--- config.mk ---
export PLATFORM = sky130hd
export DESIGN_NAME = acp_io_port
export DESIGN_NICKNAME = d
export VERILOG_FILES = /design/src/acp_pkg.sv /design/src/acp_io_port.sv
export SDC_FILE = /design/constraint.sdc
export NUM_CORES = 1
export LEC_CHECK = 0
export CAP_MARGIN = 20
export CORE_MARGIN = 4
export CORE_UTILIZATION = 35
export CTS_BUF_LIST = sky130_fd_sc_hd__clkbuf_4
export DETAILED_ROUTE_END_ITERATION = 12
export DONT_BUFFER_PORTS = 1
export PLACE_DENSITY = 0.5
export SETUP_SLACK_MARGIN = 0.02
export SYNTH_ARGS = -nofsm -noshare
export SYNTH_HDL_FRONTEND = slang
export SYNTH_SLANG_ARGS = --single-unit
--- constraint.sdc ---
create_clock -name i_clk -period 6.34 [get_ports i_clk]
set_clock_uncertainty 0.05 [all_clocks]
set_input_delay 0.317 -clock i_clk [delete_from_list [all_inputs] [get_ports i_clk]]
set_output_delay 0.317 -clock i_clk [all_outputs]
set_load 0.01 [all_outputs]
--- src/acp_pkg.sv ---
package acp_pkg;
  localparam int         ACP_W            = 8;
  localparam int         ACP_AW           = 16;
  // register offsets, low 16 bits of the bus address
  localparam logic [15:0] OFS_FIRST_PULLUP = 16'hFF71;
  localparam logic [15:0] OFS_SEC_DIR      = 16'hFEBB;
  localparam logic [15:0] OFS_SEC_PINS     = 16'hFF5B;
  localparam logic [15:0] OFS_SEC_LATCH    = 16'hFF6B;
  localparam logic [15:0] OFS_SEC_PULLUP   = 16'hFF72;
  localparam logic [15:0] OFS_STBY_CTRL    = 16'hFF74;
  // reset values
  localparam logic [7:0]  RST_DIR          = 8'h00;
  localparam logic [7:0]  RST_LATCH        = 8'h00;
  localparam logic [7:0]  RST_PULLUP       = 8'h00;
  localparam logic        RST_HOLD         = 1'b0;
  localparam logic [2:0]  RST_MODE         = 3'h0;
  // answer for the write-only direction register and holes
  localparam logic [7:0]  DIR_RD_VALUE     = 8'hFF;
  localparam logic [7:0]  UNMAPPED_RD      = 8'h00;
  localparam int          HOLD_BIT         = 0;
  localparam logic [7:0]  ALL_ON           = 8'hFF;
  localparam logic [7:0]  ALL_OFF          = 8'h00;
  // operating modes
  localparam logic [2:0]  MODE_1 = 3'h1;
  localparam logic [2:0]  MODE_2 = 3'h2;
  localparam logic [2:0]  MODE_3 = 3'h3;
  localparam logic [2:0]  MODE_4 = 3'h4;
  localparam logic [2:0]  MODE_5 = 3'h5;
  localparam logic [2:0]  MODE_6 = 3'h6;
  localparam logic [2:0]  MODE_7 = 3'h7;
endpackage

--- src/acp_io_port.sv ---
// Functional notes
// - each port has 8-bit read/write pull-up enable register, one bit per pin
// - modes 2,3,6,7: pull-up on only when direction 0 and pull-up bit 1
// - modes 1,4,5: all pull-ups of the port off
// - pull-up register cleared by power-on reset and hardware standby only
// - modes 1,4,5: all pins drive address outputs, direction ignored
// - modes 2,6: direction 1 gives address output, 0 gives input
// - modes 3,7: direction 1 drives output latch, 0 gives input
// - direction register 8-bit write-only; reads return undefined value
// - direction cleared by power-on reset and hardware standby only
// - software standby: address pins hold or float per hold control bit
// - output latch 8-bit read/write, cleared by power-on and hw standby
// - pin-state register read-only; writes ignored, software writes latch
// - pin-state read gives latch where direction 1, pin level where 0
// - pin-state follows pins after reset, frozen in manual reset, sw standby
// - pull-up and direction independent per bit
// - registers decoded at fixed low 16-bit addresses
// - flash variant lacks modes 1-3; romless variant lacks modes 2,3,6,7
//
// Implementation choice: the plain strobed port.
`timescale 1ns/1ps
module acp_io_port
  import acp_pkg::*;
#(
  parameter bit P_FLASH   = 1'b0,
  parameter bit P_ROMLESS = 1'b0
)(
  input  wire logic        i_clk,
  input  wire logic        i_nrst,
  input  wire logic [2:0]  i_mode,
  input  wire logic        i_hw_standby,
  input  wire logic        i_manual_rst,
  input  wire logic        i_sw_standby,
  input  wire logic [15:0] i_addr,
  input  wire logic [7:0]  i_wdata,
  input  wire logic        i_wr,
  input  wire logic        i_rd,
  output logic      [7:0]  o_rdata,
  input  wire logic [7:0]  i_addr_bus,
  input  wire logic [7:0]  i_first_port_direction,
  input  wire logic [7:0]  i_pin_in,
  output logic      [7:0]  o_pin_out,
  output logic      [7:0]  o_pin_oe,
  output logic      [7:0]  o_second_pullup,
  output logic      [7:0]  o_first_pullup,
  output logic      [2:0]  o_mode,
  output logic             o_mode_valid
);
  logic       rst_s1_q;
  logic       rst_n;
  logic [9:0] sy1_q;
  logic [9:0] sy2_q;
  logic [9:0] sy3_q;
  logic [9:0] flt_q;
  logic [2:0] mode_q;
  logic       cap_q;
  logic [7:0] dir_q;
  logic [7:0] latch_q;
  logic [7:0] pu_sec_q;
  logic [7:0] pu_first_q;
  logic       hold_q;
  logic [7:0] pins_q;
  logic [7:0] addr_q;
  logic [7:0] out_d;
  logic [7:0] oe_d;
  logic [7:0] pull_sec_d;
  logic [7:0] pull_first_d;
  logic       mvalid_q;

  // reset release through two flops
  always_ff @(posedge i_clk or negedge i_nrst)
  begin
    if (!i_nrst)
    begin
      rst_s1_q <= 1'b0;
      rst_n    <= 1'b0;
    end
    else
    begin
      rst_s1_q <= 1'b1;
      rst_n    <= rst_s1_q;
    end
  end

  // pins and hw standby/manual reset lines: three flops, change taken on 2=3
  always_ff @(posedge i_clk or negedge rst_n)
  begin
    if (!rst_n)
    begin
      sy1_q <= 10'h000;
      sy2_q <= 10'h000;
      sy3_q <= 10'h000;
      flt_q <= 10'h000;
    end
    else
    begin
      sy1_q <= {i_manual_rst, i_hw_standby, i_pin_in};
      sy2_q <= sy1_q;
      sy3_q <= sy2_q;
      flt_q <= (sy2_q & sy3_q) | (flt_q & (sy2_q | sy3_q));
    end
  end

  wire       man_s  = flt_q[9];
  wire       hw_s   = flt_q[8];
  wire [7:0] pin_s  = flt_q[7:0];

  // mode caught once after reset release, never again
  always_ff @(posedge i_clk or negedge rst_n)
  begin
    if (!rst_n)
    begin
      mode_q <= RST_MODE;
      cap_q  <= 1'b0;
    end
    else if (!cap_q)
    begin
      mode_q <= i_mode;
      cap_q  <= 1'b1;
    end
  end

  wire m_abus  = (mode_q == MODE_1) || (mode_q == MODE_4)
              || (mode_q == MODE_5);
  wire m_asel  = (mode_q == MODE_2) || (mode_q == MODE_6);
  wire m_gpio  = (mode_q == MODE_3) || (mode_q == MODE_7);
  wire m_1to3  = (mode_q == MODE_1) || (mode_q == MODE_2)
              || (mode_q == MODE_3);
  wire m_onchp = m_asel || m_gpio;
  // unoffered modes leave every pin an input with no pull-up
  wire m_ok    = cap_q && (m_abus || m_onchp)
              && !(P_FLASH && m_1to3) && !(P_ROMLESS && m_onchp);
  wire abus_all = m_ok && m_abus;
  wire abus_sel = m_ok && m_asel;
  wire gpio     = m_ok && m_gpio;
  wire pu_mode  = abus_sel || gpio;

  // register decode
  wire acc_ok    = cap_q && !man_s && !hw_s;
  wire we        = i_wr && acc_ok;
  wire hit_pu1   = (i_addr == OFS_FIRST_PULLUP);
  wire hit_dir   = (i_addr == OFS_SEC_DIR);
  wire hit_pins  = (i_addr == OFS_SEC_PINS);
  wire hit_latch = (i_addr == OFS_SEC_LATCH);
  wire hit_pu2   = (i_addr == OFS_SEC_PULLUP);
  wire hit_stby  = (i_addr == OFS_STBY_CTRL);
  wire hit_any   = hit_pu1 || hit_dir || hit_pins || hit_latch
                || hit_pu2 || hit_stby;

  // only power-on reset and hw standby clear; manual reset keeps all
  always_ff @(posedge i_clk or negedge rst_n)
  begin
    if (!rst_n)
    begin
      dir_q      <= RST_DIR;
      latch_q    <= RST_LATCH;
      pu_sec_q   <= RST_PULLUP;
      pu_first_q <= RST_PULLUP;
      hold_q     <= RST_HOLD;
    end
    else if (hw_s)
    begin
      dir_q      <= RST_DIR;
      latch_q    <= RST_LATCH;
      pu_sec_q   <= RST_PULLUP;
      pu_first_q <= RST_PULLUP;
      hold_q     <= RST_HOLD;
    end
    else if (we)
    begin
      if (hit_dir)
        dir_q <= i_wdata;
      if (hit_latch)
        latch_q <= i_wdata;
      if (hit_pu2)
        pu_sec_q <= i_wdata;
      if (hit_pu1)
        pu_first_q <= i_wdata;
      if (hit_stby)
        hold_q <= i_wdata[HOLD_BIT];
    end
  end

  // pin sample frozen while manual reset or software standby
  always_ff @(posedge i_clk or negedge rst_n)
  begin
    if (!rst_n)
      pins_q <= ALL_OFF;
    else if (!man_s && !i_sw_standby)
      pins_q <= pin_s;
  end

  // last address kept for standby hold
  always_ff @(posedge i_clk or negedge rst_n)
  begin
    if (!rst_n)
      addr_q <= ALL_OFF;
    else if (!i_sw_standby)
      addr_q <= i_addr_bus;
  end

  wire [7:0] pin_state = (dir_q & latch_q) | (~dir_q & pins_q);
  wire [7:0] rd_mux =
      hit_pu1   ? pu_first_q   :
      hit_dir   ? DIR_RD_VALUE :
      hit_pins  ? pin_state    :
      hit_latch ? latch_q      :
      hit_pu2   ? pu_sec_q     :
      hit_stby  ? {7'h00, hold_q} : UNMAPPED_RD;
  // writes to the pin-state address fall through decode

  wire [7:0] a_src  = i_sw_standby ? addr_q : i_addr_bus;
  wire [7:0] a_en   = i_sw_standby ? {8{hold_q}} : ALL_ON;
  wire [7:0] a_pins = abus_all ? ALL_ON : (abus_sel ? dir_q : ALL_OFF);

  always_comb
  begin
    out_d = ALL_OFF;
    oe_d  = ALL_OFF;
    if (hw_s)
    begin
      out_d = ALL_OFF;
      oe_d  = ALL_OFF;
    end
    else if (abus_all || abus_sel)
    begin
      out_d = a_src;
      oe_d  = a_pins & a_en;
    end
    else if (gpio)
    begin
      out_d = latch_q;
      oe_d  = dir_q;
    end
  end

  // pull-up only on inputs in modes that allow it
  assign pull_sec_d   = pu_mode ? (~dir_q & pu_sec_q) : ALL_OFF;
  assign pull_first_d = pu_mode ? (~i_first_port_direction & pu_first_q)
                                : ALL_OFF;

  always_ff @(posedge i_clk or negedge rst_n)
  begin
    if (!rst_n)
    begin
      o_pin_out       <= ALL_OFF;
      o_pin_oe        <= ALL_OFF;
      o_second_pullup <= ALL_OFF;
      o_first_pullup  <= ALL_OFF;
      o_rdata         <= UNMAPPED_RD;
    end
    else
    begin
      o_pin_out       <= out_d;
      o_pin_oe        <= oe_d;
      o_second_pullup <= pull_sec_d;
      o_first_pullup  <= pull_first_d;
      // data stands only in the cycle after the read strobe
      o_rdata         <= (i_rd && acc_ok) ? rd_mux : UNMAPPED_RD;
    end
  end

  // offered-mode flag kept in a flop like the other data outputs
  always_ff @(posedge i_clk or negedge rst_n)
  begin
    if (!rst_n)
      mvalid_q <= 1'b0;
    else
      mvalid_q <= m_ok;
  end

  assign o_mode       = mode_q;
  assign o_mode_valid = mvalid_q;

  a_pullup_gate: assert property (@(posedge i_clk) disable iff (!rst_n)
    pu_mode |=> o_second_pullup == (~$past(dir_q) & $past(pu_sec_q)))
    else $error("pull-up not gated by direction and enable");
  a_pullup_off: assert property (@(posedge i_clk) disable iff (!rst_n)
    abus_all |=> (o_second_pullup == ALL_OFF) && (o_first_pullup == ALL_OFF))
    else $error("pull-up on in an address-only mode");
  a_abus_drive: assert property (@(posedge i_clk) disable iff (!rst_n)
    abus_all && !i_sw_standby && !hw_s |=> o_pin_oe == ALL_ON
      && o_pin_out == $past(i_addr_bus))
    else $error("address pins not all driven");
  a_asel_dir: assert property (@(posedge i_clk) disable iff (!rst_n)
    abus_sel && !i_sw_standby && !hw_s |=> o_pin_oe == $past(dir_q))
    else $error("address select ignores direction");
  a_gpio_dir: assert property (@(posedge i_clk) disable iff (!rst_n)
    gpio && !hw_s |=> o_pin_oe == $past(dir_q)
      && o_pin_out == $past(latch_q))
    else $error("gpio output not from latch");
  a_dir_read: assert property (@(posedge i_clk) disable iff (!rst_n)
    i_rd && acc_ok && hit_dir |=> o_rdata == DIR_RD_VALUE)
    else $error("direction read returned stored bits");
  a_hw_clear: assert property (@(posedge i_clk) disable iff (!rst_n)
    hw_s |=> dir_q == RST_DIR && latch_q == RST_LATCH
      && pu_sec_q == RST_PULLUP)
    else $error("hardware standby did not clear");
  a_manual_keep: assert property (@(posedge i_clk) disable iff (!rst_n)
    man_s && !hw_s |=> $stable(dir_q) && $stable(pu_sec_q)
      && $stable(latch_q) && $stable(pins_q))
    else $error("manual reset disturbed registers");
  a_stby_float: assert property (@(posedge i_clk) disable iff (!rst_n)
    abus_all && i_sw_standby && !hold_q && !hw_s |=> o_pin_oe == ALL_OFF)
    else $error("address pins not floated in standby");
  a_pins_ro: assert property (@(posedge i_clk) disable iff (!rst_n)
    i_wr && hit_pins && !hw_s |=> $stable(latch_q) && $stable(dir_q))
    else $error("write to pin-state changed a register");
  a_pin_read: assert property (@(posedge i_clk) disable iff (!rst_n)
    i_rd && acc_ok && hit_pins ##1 1 |-> o_rdata == $past(pin_state))
    else $error("pin-state read mismatch");

  // register writes land the cycle after the strobe
  a_latch_wr: assert property (@(posedge i_clk) disable iff (!rst_n)
    we && hit_latch |=> latch_q == $past(i_wdata))
    else $error("output latch write lost");
  a_dir_wr: assert property (@(posedge i_clk) disable iff (!rst_n)
    we && hit_dir |=> dir_q == $past(i_wdata))
    else $error("direction write lost");
  a_pu_wr: assert property (@(posedge i_clk) disable iff (!rst_n)
    we && hit_pu2 |=> pu_sec_q == $past(i_wdata))
    else $error("pull-up enable write lost");
  a_first_gate: assert property (@(posedge i_clk) disable iff (!rst_n)
    pu_mode |=> o_first_pullup
      == (~$past(i_first_port_direction) & $past(pu_first_q)))
    else $error("first port pull-up not gated");

  // mode stays put once taken; variants lose their removed modes
  a_mode_hold: assert property (@(posedge i_clk) disable iff (!rst_n)
    cap_q |=> cap_q && $stable(mode_q))
    else $error("captured mode changed");
  a_variant: assert property (@(posedge i_clk) disable iff (!rst_n)
    (P_ROMLESS && m_onchp) || (P_FLASH && m_1to3) |=> !o_mode_valid)
    else $error("variant offers a removed mode");
  a_offer_off: assert property (@(posedge i_clk) disable iff (!rst_n)
    !m_ok |=> o_pin_oe == ALL_OFF && o_second_pullup == ALL_OFF
      && o_first_pullup == ALL_OFF)
    else $error("unoffered mode drives a pin");

  // read data only in the cycle after an accepted strobe
  a_rd_idle: assert property (@(posedge i_clk) disable iff (!rst_n)
    !(i_rd && acc_ok) |=> o_rdata == UNMAPPED_RD)
    else $error("read data outside its cycle");
  a_unmapped: assert property (@(posedge i_clk) disable iff (!rst_n)
    i_rd && acc_ok && !hit_any |=> o_rdata == UNMAPPED_RD)
    else $error("unmapped address answered");

  // standby and reset behaviour
  a_hw_rest: assert property (@(posedge i_clk) disable iff (!rst_n)
    hw_s |=> pu_first_q == RST_PULLUP && hold_q == RST_HOLD
      && o_pin_oe == ALL_OFF)
    else $error("hardware standby left state behind");
  a_man_rest: assert property (@(posedge i_clk) disable iff (!rst_n)
    man_s && !hw_s |=> $stable(pu_first_q) && $stable(hold_q))
    else $error("manual reset changed a control bit");
  a_hw_track: assert property (@(posedge i_clk) disable iff (!rst_n)
    hw_s && !man_s && !i_sw_standby |=> pins_q == $past(pin_s))
    else $error("pin-state not following pins");
  a_sw_freeze: assert property (@(posedge i_clk) disable iff (!rst_n)
    i_sw_standby |=> $stable(pins_q))
    else $error("pin-state moved in software standby");
  a_stby_hold: assert property (@(posedge i_clk) disable iff (!rst_n)
    abus_all && i_sw_standby && hold_q && !hw_s |=> o_pin_oe == ALL_ON
      && o_pin_out == $past(addr_q))
    else $error("address not held in standby");
  a_asel_out: assert property (@(posedge i_clk) disable iff (!rst_n)
    abus_sel && !i_sw_standby && !hw_s |=> o_pin_out == $past(i_addr_bus))
    else $error("address select drives wrong value");

  c_gpio_out: cover property (@(posedge i_clk) disable iff (!rst_n)
    gpio && we && hit_latch ##1 o_pin_oe != ALL_OFF);
  c_stby_hold: cover property (@(posedge i_clk) disable iff (!rst_n)
    abus_all && i_sw_standby && hold_q);
  c_pull_on: cover property (@(posedge i_clk) disable iff (!rst_n)
    o_second_pullup != ALL_OFF);
  c_asel_in: cover property (@(posedge i_clk) disable iff (!rst_n)
    abus_sel && (dir_q != ALL_ON) && (dir_q != ALL_OFF));
  c_hw_clear: cover property (@(posedge i_clk) disable iff (!rst_n)
    hw_s ##1 !hw_s);
endmodule

==> out/metrics.csv <==
metric;value;unit
DPL Wire Length;9920;um
NetSw;417;uW
Period minus WS final;2450;ps
Root Buffer Master;clkbuf_4;
H-Tree Depth;4;
Avg Inst Size Synth;12.6;um2
Max Clk Rate;0.409;GHz
post-synth top area share;63.1;%
Pwr per Cell Area;281;nW/um2
cell depth of the worst hold path;3;
CTS buffer count;17;
sw frac;22.8;%
Slew @ Worst Pin;1080;ps
Cell Int Power;1410;uW
vias per inst;5.52;
CTS resizes;0;
CTS tree;yes;
commonest non-fill, non-tap cell in the layout;dfrtp_1;
CTS Sinks;136;
Final period util;38.6;%
pin count of the biggest net entering global routing;73;
Synth Instances;428;
global-route wire length before repair;22900;um
Yosys Warn Count;0;
Max VDD drop;161;uV
critical path required time;6780;ps
crit-path max FO;35;
DR DRC count;0;
Vias;3778;
Arr. time, crit path;2890;ps
reg2reg start;flt_q[8]$_DFF_PN0_;
sequential area share after synthesis;63.1;%
post-layout util;42.9;%
core area;15100;um2
setup TNS;0;ps
fin nets;540;
reg2reg end;pu_sec_q[2]$_DFFE_PN0P_;
Worst Setup End Kind;flip-flop;
MaxCap Viol Count;0;
Starting DRT DRC Count;303;
Ports;102;
# rows;45;
final wirelength;14400;um
Clk pin slew, worst setup/hold paths;130;ps
post-route ant nets;0;
share of layout cells above drive strength 1;15.8;%
EDFF count, synth;0;
initial antenna violation count;1;
Worst setup SP type;flip-flop;
reg2reg setup slack;3890;ps
power share of the combinational group;7.0;%
post-synth top area cell;dfrtp_1;
critical setup path kind;reg2reg;
via count of the first global-routing pass;3915;
final setup vio count;0;
Synth cell types;50;
deepest clock path buffer count;2;
filler cell count;1390;
die area;17500;um2
outcome;complete, no violations;
initial core utilization;35.6;%
Final Max Slew Viols;0;
clock share of power;41.1;%
final hold vios;0;
worst r2r path cells;6;
Synth area leaders;dfrtp_1 (63%), mux2_2 (5.2%), o21ai_0 (3.6%), a21oi_1 (3.1%), nand3_1 (2.5%);
Netlist Area Pre-Place;5390;um2
register bit total from synthesis;136;
Storage cell area;3410;um2
clock latency on the worst-skew pair;560;ps
hold path endpoint;o_pin_out[7]$_DFF_PN0_;
multi-input logic area;1890;um2
RSZ-0062 raised after global routing;false;
chip width;132;um
Flop pwr share;51.9;%
GRT Util Overall;17.3;%
GP Congestion;0.874;
hold_sp;i_sw_standby;
Die Ht;132;um
DRT Pass-1 Iters;5;
most frequent cells in the layout;dfrtp_1 (135), dlygate4sd3_1 (53), o21ai_0 (39);
main flop type after synthesis;dfrtp_1;
ys async rst share;100;%
HP Class;in2reg;
GRT overflow;0;
Area Growth Syn to Fin;20.6;%
normalized max-slew margin;27.5;%
Pleak;0.00267;uW
Routed WL per cell;21.0;um
Port Buffers;0;
-- worst max-delay path: stages (launching register included) --
cell and delay (ps):
dfrtp_1 550, buf_4 350, nor4bb_4 290, buf_4 320, nand4_1 130, dlygate4sd3_1 580, a21oi_1 140
-- registers in the layout, indices dropped and copies added, names as in the netlist, 10 cells and up --
signal	flops
flt_q	10
sy1_q	10
sy2_q	10
sy3_q	10
-- cell type report --
cell class | instances | area share [%]
Sequential cell | 136 | 52.4
Tap cell | 188 | 3.62
Clock buffer | 18 | 2.08
Inverter | 4 | 0.231
Timing Repair Buffer | 58 | 8.74
Multi-Input combinational cell | 265 | 29.0
Antenna cell | 1 | 0.0385
Clock inverter | 14 | 3.91
-- through the flow --
step	instances	hold slack [ps]	power, uW	instance area [um2]	setup WS, ps
after floorplan	429	-28.6	1030	5400	2220
after global placement	598	-28.5	1060	5580	4000
after detailed placement	598	-28.5	1060	5580	3980
after CTS	683	7.26	1850	6500	3900
after global routing	684	-1.27	1910	6500	3750
final	684	86.6	1820	6500	3890
-- cell usage after synthesis (all sizes together), types with 4 or more instances --
library cell / count
and3: 9
maj3: 10
a22oi: 14
a21oi: 34
and4: 4
mux2: 25
buf: 10
nand3: 27
clkbuf: 14
dfrtp: 136
nor3b: 17
o21a: 8
nand4: 15
o21ai: 42
a211oi: 7
nor2: 19
inv: 4
-- kinds of logic (layout without fill, tap and decap cells) --
| logic type | Yosys count | count (layout) | share of synthesized area, % |
|---|---|---|---|
| mux | 26 | 26 | 5.41 |
| simple gates | 114 | 114 | 14.1 |
| flops | 136 | 136 | 63.1 |
| fa+ha+maj | 10 | 10 | 1.86 |
| other cells | 1 | 3 | 0.0695 |
| buf+inv | 28 | 94 | 2.27 |
| compound gates | 113 | 113 | 13.2 |
-- metal layers --
metal	wire length (um)	up-vias	GRT usage (%)
met5	0	-	0
met4	393	0	6.59
met3	876	22	5.69
met2	6660	138	26.2
met1	6440	1917	23.1
li1	-	1701	-
-- how the worst max path moves through the flow --
stage	cells past startpoint	endpoint	from	slack, ps
after detailed placement	6	pu_sec_q[0]$_DFFE_PN0P_	flt_q[8]$_DFF_PN0_	3980
after global routing	6	pu_sec_q[1]$_DFFE_PN0P_	flt_q[8]$_DFF_PN0_	3750
after global placement	6	pu_sec_q[7]$_DFFE_PN0P_	flt_q[8]$_DFF_PN0_	4000
after CTS	6	pu_sec_q[2]$_DFFE_PN0P_	flt_q[8]$_DFF_PN0_	3900
after floorplan	0	addr_q[0]$_DFF_PN0_	rst_n$_DFF_PN0_	2220
final	6	pu_sec_q[2]$_DFFE_PN0P_	flt_q[8]$_DFF_PN0_	3890
-- timing repair --
action	in CTS	in global routing
endpoints found under the hold margin	71	0
endpoints found under the setup margin	0	0
setup buffers	0	0
hold buffers	53	0
-- power groups by stage --
stage	logic [uW]	registers, uW	clock network (uW)
after floorplan	72.6	956	0
after global placement	93.6	965	0
after detailed placement	95.5	967	0
after CTS	128	950	776
after global routing	141	955	818
final	127	947	750
Note: power is estimated with default switching activity, not from simulation.
